`src/upstream_framer_pkg.sv`:
```
package upstream_framer_pkg;

  // ==========================================================
  // Timing
  localparam int unsigned CLK_MHZ         = 250;
  localparam int unsigned SR_PREP_NS      = 900;
  localparam int unsigned MR_PREP_NS      = 1800;
  // Longest times round down to whole cycles
  localparam logic [9:0]  SR_PREP_CYC     = 10'(SR_PREP_NS * CLK_MHZ / 1000);
  localparam logic [9:0]  MR_PREP_CYC     = 10'(MR_PREP_NS * CLK_MHZ / 1000);
  localparam logic [2:0]  PREP_DS_EDGES   = 3'h4;
  localparam int unsigned UP_RSP_TIME_US  = 100;
  localparam int unsigned UP_RSP_CYC      = UP_RSP_TIME_US * CLK_MHZ;
  localparam int unsigned DATA_TMO_MIN_US = 60;
  localparam int unsigned DATA_TMO_MAX_US = 135;
  localparam int unsigned DATA_TMO_CYC    = DATA_TMO_MIN_US * CLK_MHZ;

  // ==========================================================
  // Register map and fields
  localparam logic [3:0]  CFG_OFS        = 4'h0;
  localparam logic [3:0]  CMD_OFS        = 4'h4;
  localparam logic [3:0]  STAT_OFS       = 4'h8;
  localparam logic [3:0]  DIAG_OFS       = 4'hC;
  localparam int unsigned CFG_FMT16_BIT  = 0;
  localparam int unsigned CFG_DIV_LSB    = 1;
  localparam int unsigned CFG_FIXA_BIT   = 4;
  localparam int unsigned CFG_ADDR_LSB   = 8;
  localparam int unsigned CMD_STOP_BIT   = 0;
  localparam logic [7:0]  DIV_BASE       = 8'h02;

  // ==========================================================
  // Frame lengths
  localparam logic [4:0]  LEN12          = 5'h0C;
  localparam logic [4:0]  LEN16          = 5'h10;

  // ==========================================================
  // Types
  typedef enum logic [1:0] {UP_IDLE, UP_PREP, UP_SEND} up_state_t;

  typedef struct packed {
    logic       upstream_frame_format;
    logic [2:0] upstream_divider_select;
    logic       fix_mode;
    logic [3:0] fixed_address_value;
  } cfg_t;

  typedef struct packed {
    logic       stb;
    logic       multi;
    logic [3:0] count;
  } rd_cmd_t;

  typedef struct packed {
    logic [7:0] cnt;
  } tick_st_t;

  typedef struct packed {
    logic        ap_v;
    logic        ap_w;
    logic [3:0]  ap_a;
    cfg_t        cfg;
    logic        tmo_flag;
    logic [15:0] tmo_cnt;
    logic        kill;
    logic        wr_exec;
    logic        data_exec;
    logic        ds_q;
    up_state_t   st;
    logic [9:0]  prep_cnt;
    logic [2:0]  prep_edges;
    logic [3:0]  remain;
    logic [3:0]  idx;
    logic [3:0]  addr_lat;
    logic        ovf;
    logic [15:0] sh;
    logic [4:0]  bits_left;
    logic        sdo;
  } ctl_st_t;

endpackage

```
`src/up_frame_build.sv`:
```
module up_frame_build (
  input  wire logic       fmt16,
  input  wire logic [3:0] addr,
  input  wire logic [7:0] data,
  output logic      [15:0] frame,
  output logic      [4:0]  len
);
  import upstream_framer_pkg::*;

  logic par;

  // ==========================================================
  // Frame assembly, start bit first in bit 0
  always_comb
  begin
    par = ^data;
    if (fmt16)
    begin
      frame = {2'b11, par, data, addr, 1'b0};
      len   = LEN16;
    end
    else
    begin
      // Top nibble unused, filled high so a stray shift stays idle
      frame = {4'hF, 2'b11, par, data, 1'b0};
      len   = LEN12;
    end
  end

endmodule

```
`src/up_bit_tick.sv`:
```
module up_bit_tick (
  input  wire logic       hclk,
  input  wire logic       hresetn,
  input  wire logic       ds_rise,
  input  wire logic [2:0] div_sel,
  input  wire logic       run,
  output logic            tick
);
  import upstream_framer_pkg::*;

  tick_st_t   s_r;
  tick_st_t   s_nxt;
  logic [7:0] limit;

  // ==========================================================
  // Divide downstream clock edges into bit periods
  always_comb
  begin
    limit = (DIV_BASE << div_sel) - 8'h01;
    tick  = run && ds_rise && (s_r.cnt == limit);
    s_nxt = s_r;
    if (!run || tick)
      s_nxt.cnt = 8'h00;
    else if (ds_rise)
      s_nxt.cnt = s_r.cnt + 8'h01;
  end

  always_ff @(posedge hclk or negedge hresetn)
  begin
    if (!hresetn)
      s_r <= '0;
    else
      s_r <= s_nxt;
  end

endmodule

```
`src/upstream_readback_framer.sv`:
```
//
// Summary of operation
// - Ignored read during transfer sets flag bit zero
// - Bit one high while further frames pending
// - 12-bit frame: start, data, parity, stops
// - 16-bit frame: start, address, data, parity, stops
// - Parity makes data plus parity even
// - Transmission starts within 100 us response
// - Reads during transfer are discarded
// - New read only after final stop bit
// - Data frames always executed
// - Writes dropped during preparation time
// - Writes executed after preparation, even sending
// - Transmitted value captured before later writes
// - Stop command aborts and clears pending reads
// - Response measured select rise to start bit
// - Flag timeout without valid data frame
// - Format field selects 12 or 16 bits
// - Bit rate divided from downstream clock
// - Timeout kills outputs; diag read clears flag
//
module upstream_readback_framer #(
  parameter int unsigned RSP_CYC = upstream_framer_pkg::UP_RSP_CYC,
  parameter int unsigned TMO_CYC = upstream_framer_pkg::DATA_TMO_CYC
) (
  input  wire logic                          hclk,
  input  wire logic                          hresetn,
  input  wire logic                          hsel,
  input  wire logic [31:0]                   haddr,
  input  wire logic [1:0]                    htrans,
  input  wire logic                          hwrite,
  input  wire logic [2:0]                    hsize,
  input  wire logic [31:0]                   hwdata,
  input  wire logic                          hready,
  output logic      [31:0]                   hrdata,
  output logic                               hreadyout,
  output logic                               hresp,
  input  wire logic                          ds_clk,
  input  wire upstream_framer_pkg::rd_cmd_t  rd_cmd,
  output logic      [3:0]                    rd_index,
  input  wire logic [7:0]                    rd_value,
  input  wire logic                          wr_cmd_stb,
  output logic                               wr_exec,
  input  wire logic                          data_frame_stb,
  output logic                               data_exec,
  output logic                               out_kill,
  output logic                               sdo
);
  import upstream_framer_pkg::*;

  ctl_st_t     s;
  ctl_st_t     n;
  logic        ds_rise;
  logic        tick;
  logic        wr_go;
  logic        rd_go;
  logic        stop;
  logic [3:0]  f_idx;
  logic [3:0]  f_rem;
  logic [3:0]  f_addr;
  logic [15:0] f_frame;
  logic [4:0]  f_len;
  logic [16:0] rsp_cnt_r;

  // ==========================================================
  // Bus decode, always zero wait and OKAY
  assign hreadyout = 1'b1;
  assign hresp     = 1'b0;
  assign wr_go     = s.ap_v && s.ap_w;
  assign rd_go     = s.ap_v && !s.ap_w;
  assign stop      = wr_go && (s.ap_a == CMD_OFS) && hwdata[CMD_STOP_BIT];
  assign ds_rise   = ds_clk && !s.ds_q;

  // Read mux of registered state
  always_comb
  begin
    unique case (s.ap_a)
      CFG_OFS:  hrdata = {20'h00000, s.cfg.fixed_address_value, 3'h0,
                          s.cfg.fix_mode, s.cfg.upstream_divider_select,
                          s.cfg.upstream_frame_format};
      STAT_OFS: hrdata = {24'h000000, s.remain, s.ovf, (s.remain != 4'h0),
                          (s.st == UP_SEND), (s.st == UP_PREP)};
      DIAG_OFS: hrdata = {31'h00000000, s.tmo_flag};
      default:  hrdata = 32'h00000000;
    endcase
  end

  // ==========================================================
  // Next frame content: on a chained frame the index moves on
  assign f_idx    = (s.st == UP_SEND) ? s.idx + 4'h1 : s.idx;
  assign f_rem    = (s.st == UP_SEND) ? s.remain - 4'h1 : s.remain;
  assign rd_index = f_idx;

  // Address nibble: fixed value or overflow/pending/index
  assign f_addr = s.cfg.fix_mode ? s.addr_lat
                : {f_idx[1:0], (f_rem != 4'h0), s.ovf};

  up_frame_build u_build (
    .fmt16 (s.cfg.upstream_frame_format),
    .addr  (f_addr),
    .data  (rd_value),
    .frame (f_frame),
    .len   (f_len)
  );

  up_bit_tick u_tick (
    .hclk    (hclk),
    .hresetn (hresetn),
    .ds_rise (ds_rise),
    .div_sel (s.cfg.upstream_divider_select),
    .run     (s.st == UP_SEND),
    .tick    (tick)
  );

  // ==========================================================
  // Control next state
  always_comb
  begin
    n           = s;
    n.wr_exec   = 1'b0;
    n.data_exec = 1'b0;
    n.kill      = 1'b0;
    n.ds_q      = ds_clk;
    n.ap_v      = hsel && hready && htrans[1];
    if (hsel && hready && htrans[1])
    begin
      n.ap_w = hwrite;
      n.ap_a = haddr[3:0];
    end

    // Configuration write
    if (wr_go && (s.ap_a == CFG_OFS))
    begin
      n.cfg.upstream_frame_format   = hwdata[CFG_FMT16_BIT];
      n.cfg.upstream_divider_select = hwdata[CFG_DIV_LSB +: 3];
      n.cfg.fix_mode                = hwdata[CFG_FIXA_BIT];
      n.cfg.fixed_address_value     = hwdata[CFG_ADDR_LSB +: 4];
    end

    // Diag read clears first so a same-cycle timeout wins
    if (rd_go && (s.ap_a == DIAG_OFS))
      n.tmo_flag = 1'b0;

    // Data frame supervision
    if (data_frame_stb)
    begin
      n.data_exec = 1'b1;
      n.tmo_cnt   = 16'h0000;
    end
    else if (s.tmo_cnt == 16'(TMO_CYC - 1))
    begin
      n.tmo_cnt  = 16'h0000;
      n.tmo_flag = 1'b1;
      n.kill     = 1'b1;
    end
    else
      n.tmo_cnt = s.tmo_cnt + 16'h0001;

    // Writes are blocked only while preparing
    n.wr_exec = wr_cmd_stb && (s.st != UP_PREP);

    // Read command arbitration
    if (rd_cmd.stb)
    begin
      if (s.st == UP_IDLE)
      begin
        n.st         = UP_PREP;
        n.prep_cnt   = rd_cmd.multi ? MR_PREP_CYC : SR_PREP_CYC;
        n.prep_edges = 3'h0;
        n.remain     = (rd_cmd.multi && rd_cmd.count != 4'h0) ?
                       rd_cmd.count - 4'h1 : 4'h0;
        n.idx        = 4'h0;
        n.addr_lat   = s.cfg.fixed_address_value;
        n.ovf        = 1'b0;
      end
      else
        n.ovf = 1'b1;
    end

    unique case (s.st)
      UP_IDLE:
        n.sdo = 1'b1;
      UP_PREP:
      begin
        n.sdo = 1'b1;
        if (s.prep_cnt != 10'h000)
          n.prep_cnt = s.prep_cnt - 10'h001;
        if (ds_rise && (s.prep_edges != PREP_DS_EDGES))
          n.prep_edges = s.prep_edges + 3'h1;
        // Preparation over: start bit goes out at once
        if ((s.prep_cnt == 10'h000) && (s.prep_edges == PREP_DS_EDGES))
        begin
          n.sh        = f_frame;
          n.bits_left = f_len;
          n.sdo       = f_frame[0];
          n.st        = UP_SEND;
        end
      end
      UP_SEND:
      begin
        if (tick)
        begin
          if (s.bits_left == 5'h01)
          begin
            if (s.remain != 4'h0)
            begin
              n.remain    = f_rem;
              n.idx       = f_idx;
              n.sh        = f_frame;
              n.bits_left = f_len;
              n.sdo       = f_frame[0];
            end
            else
            begin
              n.st  = UP_IDLE;
              n.sdo = 1'b1;
            end
          end
          else
          begin
            n.sh        = {1'b1, s.sh[15:1]};
            n.sdo       = s.sh[1];
            n.bits_left = s.bits_left - 5'h01;
          end
        end
      end
    endcase

    // Stop overrides everything on the upstream side
    if (stop)
    begin
      n.st     = UP_IDLE;
      n.sdo    = 1'b1;
      n.remain = 4'h0;
    end
  end

  // ==========================================================
  // State register
  always_ff @(posedge hclk or negedge hresetn)
  begin
    if (!hresetn)
    begin
      s     <= '0;
      s.st  <= UP_IDLE;
      s.sdo <= 1'b1;
    end
    else
      s <= n;
  end

  assign wr_exec   = s.wr_exec;
  assign data_exec = s.data_exec;
  assign out_kill  = s.kill;
  assign sdo       = s.sdo;

  // ==========================================================
  // Checks
  // Preparation length helper for the response bound
  always_ff @(posedge hclk or negedge hresetn)
  begin
    if (!hresetn)
      rsp_cnt_r <= 17'h00000;
    else if (s.st == UP_PREP)
      rsp_cnt_r <= rsp_cnt_r + 17'h00001;
    else
      rsp_cnt_r <= 17'h00000;
  end

  a_resp_time_bound: assert property (
    @(posedge hclk) disable iff (!hresetn)
    rsp_cnt_r < 17'(RSP_CYC))
    else $error("upstream response time exceeded");

  a_idle_line_high: assert property (
    @(posedge hclk) disable iff (!hresetn)
    (s.st != UP_SEND) |-> sdo)
    else $error("serial output low while idle");

  a_start_bit_low: assert property (
    @(posedge hclk) disable iff (!hresetn)
    $rose(s.st == UP_SEND) |-> !sdo && s.sh[0] == 1'b0)
    else $error("frame did not open with start bit");

  a_parity_even: assert property (
    @(posedge hclk) disable iff (!hresetn)
    $rose(s.st == UP_SEND) |->
      (s.cfg.upstream_frame_format ? ^s.sh[13:5] : ^s.sh[9:1]) == 1'b0)
    else $error("odd parity in upstream frame");

  a_stop_bits_high: assert property (
    @(posedge hclk) disable iff (!hresetn)
    $rose(s.st == UP_SEND) && !s.cfg.upstream_frame_format |->
      s.sh[11:10] == 2'b11 && s.bits_left == LEN12)
    else $error("bad 12-bit frame tail");

  a_busy_read_drop: assert property (
    @(posedge hclk) disable iff (!hresetn)
    rd_cmd.stb && (s.st != UP_IDLE) && !stop |=>
      s.ovf && (s.st != UP_PREP ||
                ($past(s.st) == UP_PREP && s.prep_cnt <= $past(s.prep_cnt))))
    else $error("read during transfer not ignored");

  a_idle_read_accept: assert property (
    @(posedge hclk) disable iff (!hresetn)
    rd_cmd.stb && (s.st == UP_IDLE) && !stop |=> (s.st == UP_PREP) && !s.ovf)
    else $error("read while idle not accepted");

  a_bit_hold_steady: assert property (
    @(posedge hclk) disable iff (!hresetn)
    (s.st == UP_SEND) && !tick && !stop |=> $stable(sdo))
    else $error("serial output moved between bit ticks");

  a_prep_write_block: assert property (
    @(posedge hclk) disable iff (!hresetn)
    wr_cmd_stb && (s.st == UP_PREP) |=> !wr_exec)
    else $error("write executed during preparation");

  a_send_write_pass: assert property (
    @(posedge hclk) disable iff (!hresetn)
    wr_cmd_stb && (s.st == UP_SEND) |=> wr_exec)
    else $error("write dropped after preparation");

  a_data_frame_exec: assert property (
    @(posedge hclk) disable iff (!hresetn)
    data_frame_stb |=> data_exec && s.tmo_cnt == 16'h0000)
    else $error("data frame not executed");

  a_timeout_kill: assert property (
    @(posedge hclk) disable iff (!hresetn)
    !data_frame_stb && s.tmo_cnt == 16'(TMO_CYC - 1) |=> out_kill && s.tmo_flag)
    else $error("timeout did not kill outputs");

  a_stop_abort: assert property (
    @(posedge hclk) disable iff (!hresetn)
    stop |=> s.st == UP_IDLE && sdo && s.remain == 4'h0)
    else $error("stop did not abort upstream");

endmodule

```
`config.mk`:
```
export PLATFORM = sky130hd
export DESIGN_NAME = upstream_readback_framer
export DESIGN_NICKNAME = d
export VERILOG_FILES = /design/src/upstream_framer_pkg.sv /design/src/up_frame_build.sv /design/src/up_bit_tick.sv /design/src/upstream_readback_framer.sv
export SDC_FILE = /design/constraint.sdc
export NUM_CORES = 1
export LEC_CHECK = 0
export ABC_AREA = 1
export BUFFER_PORTS_ARGS = -buffer_cell sky130_fd_sc_hd__buf_2
export CAP_MARGIN = 20
export CORE_MARGIN = 2
export CORE_UTILIZATION = 35
export DETAILED_ROUTE_END_ITERATION = 8
export PLACE_DENSITY = 0.63
export SLEW_MARGIN = 10
export SYNTH_ARGS = -nofsm -noshare
export SYNTH_HDL_FRONTEND = slang
export SYNTH_SLANG_ARGS = --single-unit
```
`constraint.sdc`:
```
create_clock -name hclk -period 1.7 [get_ports hclk]
set_input_delay 0.425 -clock hclk [delete_from_list [all_inputs] [get_ports hclk]]
set_output_delay 0.425 -clock hclk [all_outputs]
set_load 0.01 [all_outputs]
```
==> flow_summary.json <==
{
  "status": "finished with violations",
  "failed_checks": "setup timing",
  "area_growth_pct": 45.4,
  "drt_iter0_drc": 312,
  "overflow": 0,
  "avgViaCountPerCell": 4.70,
  "rows": 46,
  "n_antenna_cell": 0,
  "drtPass1Iterations": 5,
  "yosysSeqAreaShare_pct": 40.9,
  "nets": 1060,
  "cts_tree": "done",
  "hold_buffers": 0,
  "grt_pass1_wl_mm": 24.9,
  "vias": 5531,
  "yosys_warnings": 0,
  "numCtsBuffers": 9,
  "grtUsageTotal_pct": 17.5,
  "synth.cell_area_mm2": 0.00569,
  "n_fill_cell": 1495,
  "post-route-period-util_pct": 130,
  "grt_pass1_vias": 5215,
  "drc": 0,
  "pre_cts_slack_ps": -192,
  "p_leak_uw": 0.00403,
  "finalSetupViolations": 55,
  "path_max_fanout": 5,
  "maxSlewViolCount": 0,
  "critical_path_required_ps": 1270,
  "fin_crit_ps": 2210,
  "cts_max_level": 3,
  "avgSynthCellArea_um2": 7.24,
  "hp-class": "primary input to asynchronous set/reset pin",
  "cts_root_buffer": "clkbuf_16",
  "crit_path_end_kind": "primary output",
  "die_w_um": 131,
  "clkTransAtPathRegs_ps": 70,
  "skew_ps": 10.0,
  "crit_path_start_kind": "flip-flop",
  "gp_congestion": 0.856,
  "final-hold-violation-count": 0,
  "fin_setup_tns_ps": -14700,
  "mostFrequentLayoutCell": "nand2_1",
  "crit_type": "flip-flop to primary output",
  "ant_nets": 0,
  "wirelength_mm": 15.5,
  "clk_path_buf_depth": 2,
  "avgRoutedWirePerCell_um": 13.2,
  "antenna_found_initial": 0,
  "clock_latency_ps": 360,
  "start_util_pct": 35.8,
  "setup_slack_ps": -514,
  "cap_violations": 0,
  "cp.arrival_ps": 1790,
  "final_layout_size_suffix_gt1_share_pct": 36.2,
  "timing.fmax_mhz": 452,
  "hpwlAfterDp_mm": 10.4,
  "io_pins": 133,
  "die_h_um": 131,
  "coreArea_mm2": 0.0159,
  "port_buffers": 55,
  "ys_types": 41,
  "grt_max_degree": 54,
  "rsz0062_at_grt": "true",
  "mostFrequentLayoutCells": "nand2_1 (144), dfrtp_1 (92), inv_1 (91)",
  "synth_cells": 786,
  "die_area_mm2": 0.0173,
  "power_density_mw_per_mm2": 1510,
  "ys_ff_latch": 93,
  "clock-sinks": 93,
  "ir_drop_uv": 747
}
critical path: stages, from the launching register on:
cell and delay (ps):
dfrtp_1 380, nor2_2 150, inv_2 70, nor3_2 120
buf_4 150, clkinvlp_4 140, buf_4 170, o22ai_4 130
buf_6 130
Yosys cell counts, drive strengths merged:
master,n,area (um2)
or2,6,37.5
o31ai,2,15.0
conb,2,7.51
clkbuf,6,22.5
nor4,5,31.3
clkinv,2,8.75
nor3b,3,22.5
a211oi,2,15.0
nand2,185,712
a21boi,1,7.51
o211ai,2,15.0
o22ai,6,37.5
a21oi,30,154
inv,110,413
xnor2,10,87.6
o21ai,54,274
xor2,24,210
a22oi,1,7.51
nand4,10,62.6
ha,13,163
dfrtp,92,2300
buf,33,234
nor3,24,120
nor2,112,425
dfstp,1,26.3
o221ai,1,8.76
nand3,49,268
power breakdown:
part	switching, uW	leakage (uW)	internal (uW)	total (uW)
combinational	3750	0.00270	3200	6950
sequential	423	0.00117	2840	3270
clock	932	0.000159	1310	2240
routing by layer:
metal  vias up  global-route usage, %  routed length (um)
met4         0                   3.99                 178
met3        16                   3.55                 742
met5         -                      0                   0
met2       138                   28.0                7410
met1      2589                   24.5                7200
li1       2788                      -                   -
metrics by stage:
step                      area [um2]  util (%)  cells  total power [uW]  hold slack (ps)
after CTS                       7740      48.7   1165             11600             54.9
after detailed placement        6830      43.0   1128              8300              435
after global placement          6830      43.0   1128              8220              437
after floorplan                 5810         -    806              6380              129
after global routing            8270      52.0   1177             13400             67.6
final                           8270      52.0   1177             12500             48.4
cells by family (layout without fill, tap and decap cells):
family / count (synthesis) / after routing / synth area share (%)
AOI/OAI and AO/OA: 99 / 99 / 9.39
xor gates and xnor gates: 34 / 34 / 5.24
adders and majority gates: 13 / 13 / 2.86
buffers and inverters: 151 / 306 / 11.9
DFF: 93 / 93 / 40.9
other: 2 / 22 / 0.132
and+or+nand+nor: 394 / 394 / 29.5
registers in the layout (all words and copies together), names as in the netlist:
signal / cells
sdo: 1
out_kill: 1
wr_exec: 1
data_exec: 1
s: 81
u_tick.s_r: 8
worst paths after layout:
path / from / end / slack [ps] / cells after the start
hold / removal: hresetn / s[40] / 50 / 2
setup reg to reg: s[48] / s[30] / -260 / 14
hold reg to reg: s[54] / s[54] / 460 / 1
max in group asynchronous: hresetn / s[26] / 1380 / 2
min in group hclk: hwrite / s[84] / 260 / 3
setup / recovery: s[81] / hrdata[2] / -510 / 8
area by class of cell:
class,instances,area (um2),share of cell area [%]
multi-input cells,562,3420,41.4
flip-flops and latches,93,2330,28.2
repair buffers,178,1470,17.8
inverters,112,444,5.37
well taps,216,270,3.27
clock buffers,9,225,2.72
clock inverters,7,105,1.27
timing repair:
item                                   4_1_cts  5_1_grt
endpoints found under the hold margin        0        0
gates resized for setup                    115      122
buffers inserted                            21       23
cloned                                       1        1
setup endpoints to repair                   58       73
pin swaps                                   44       45
Power figures use the tool's default switching activity.
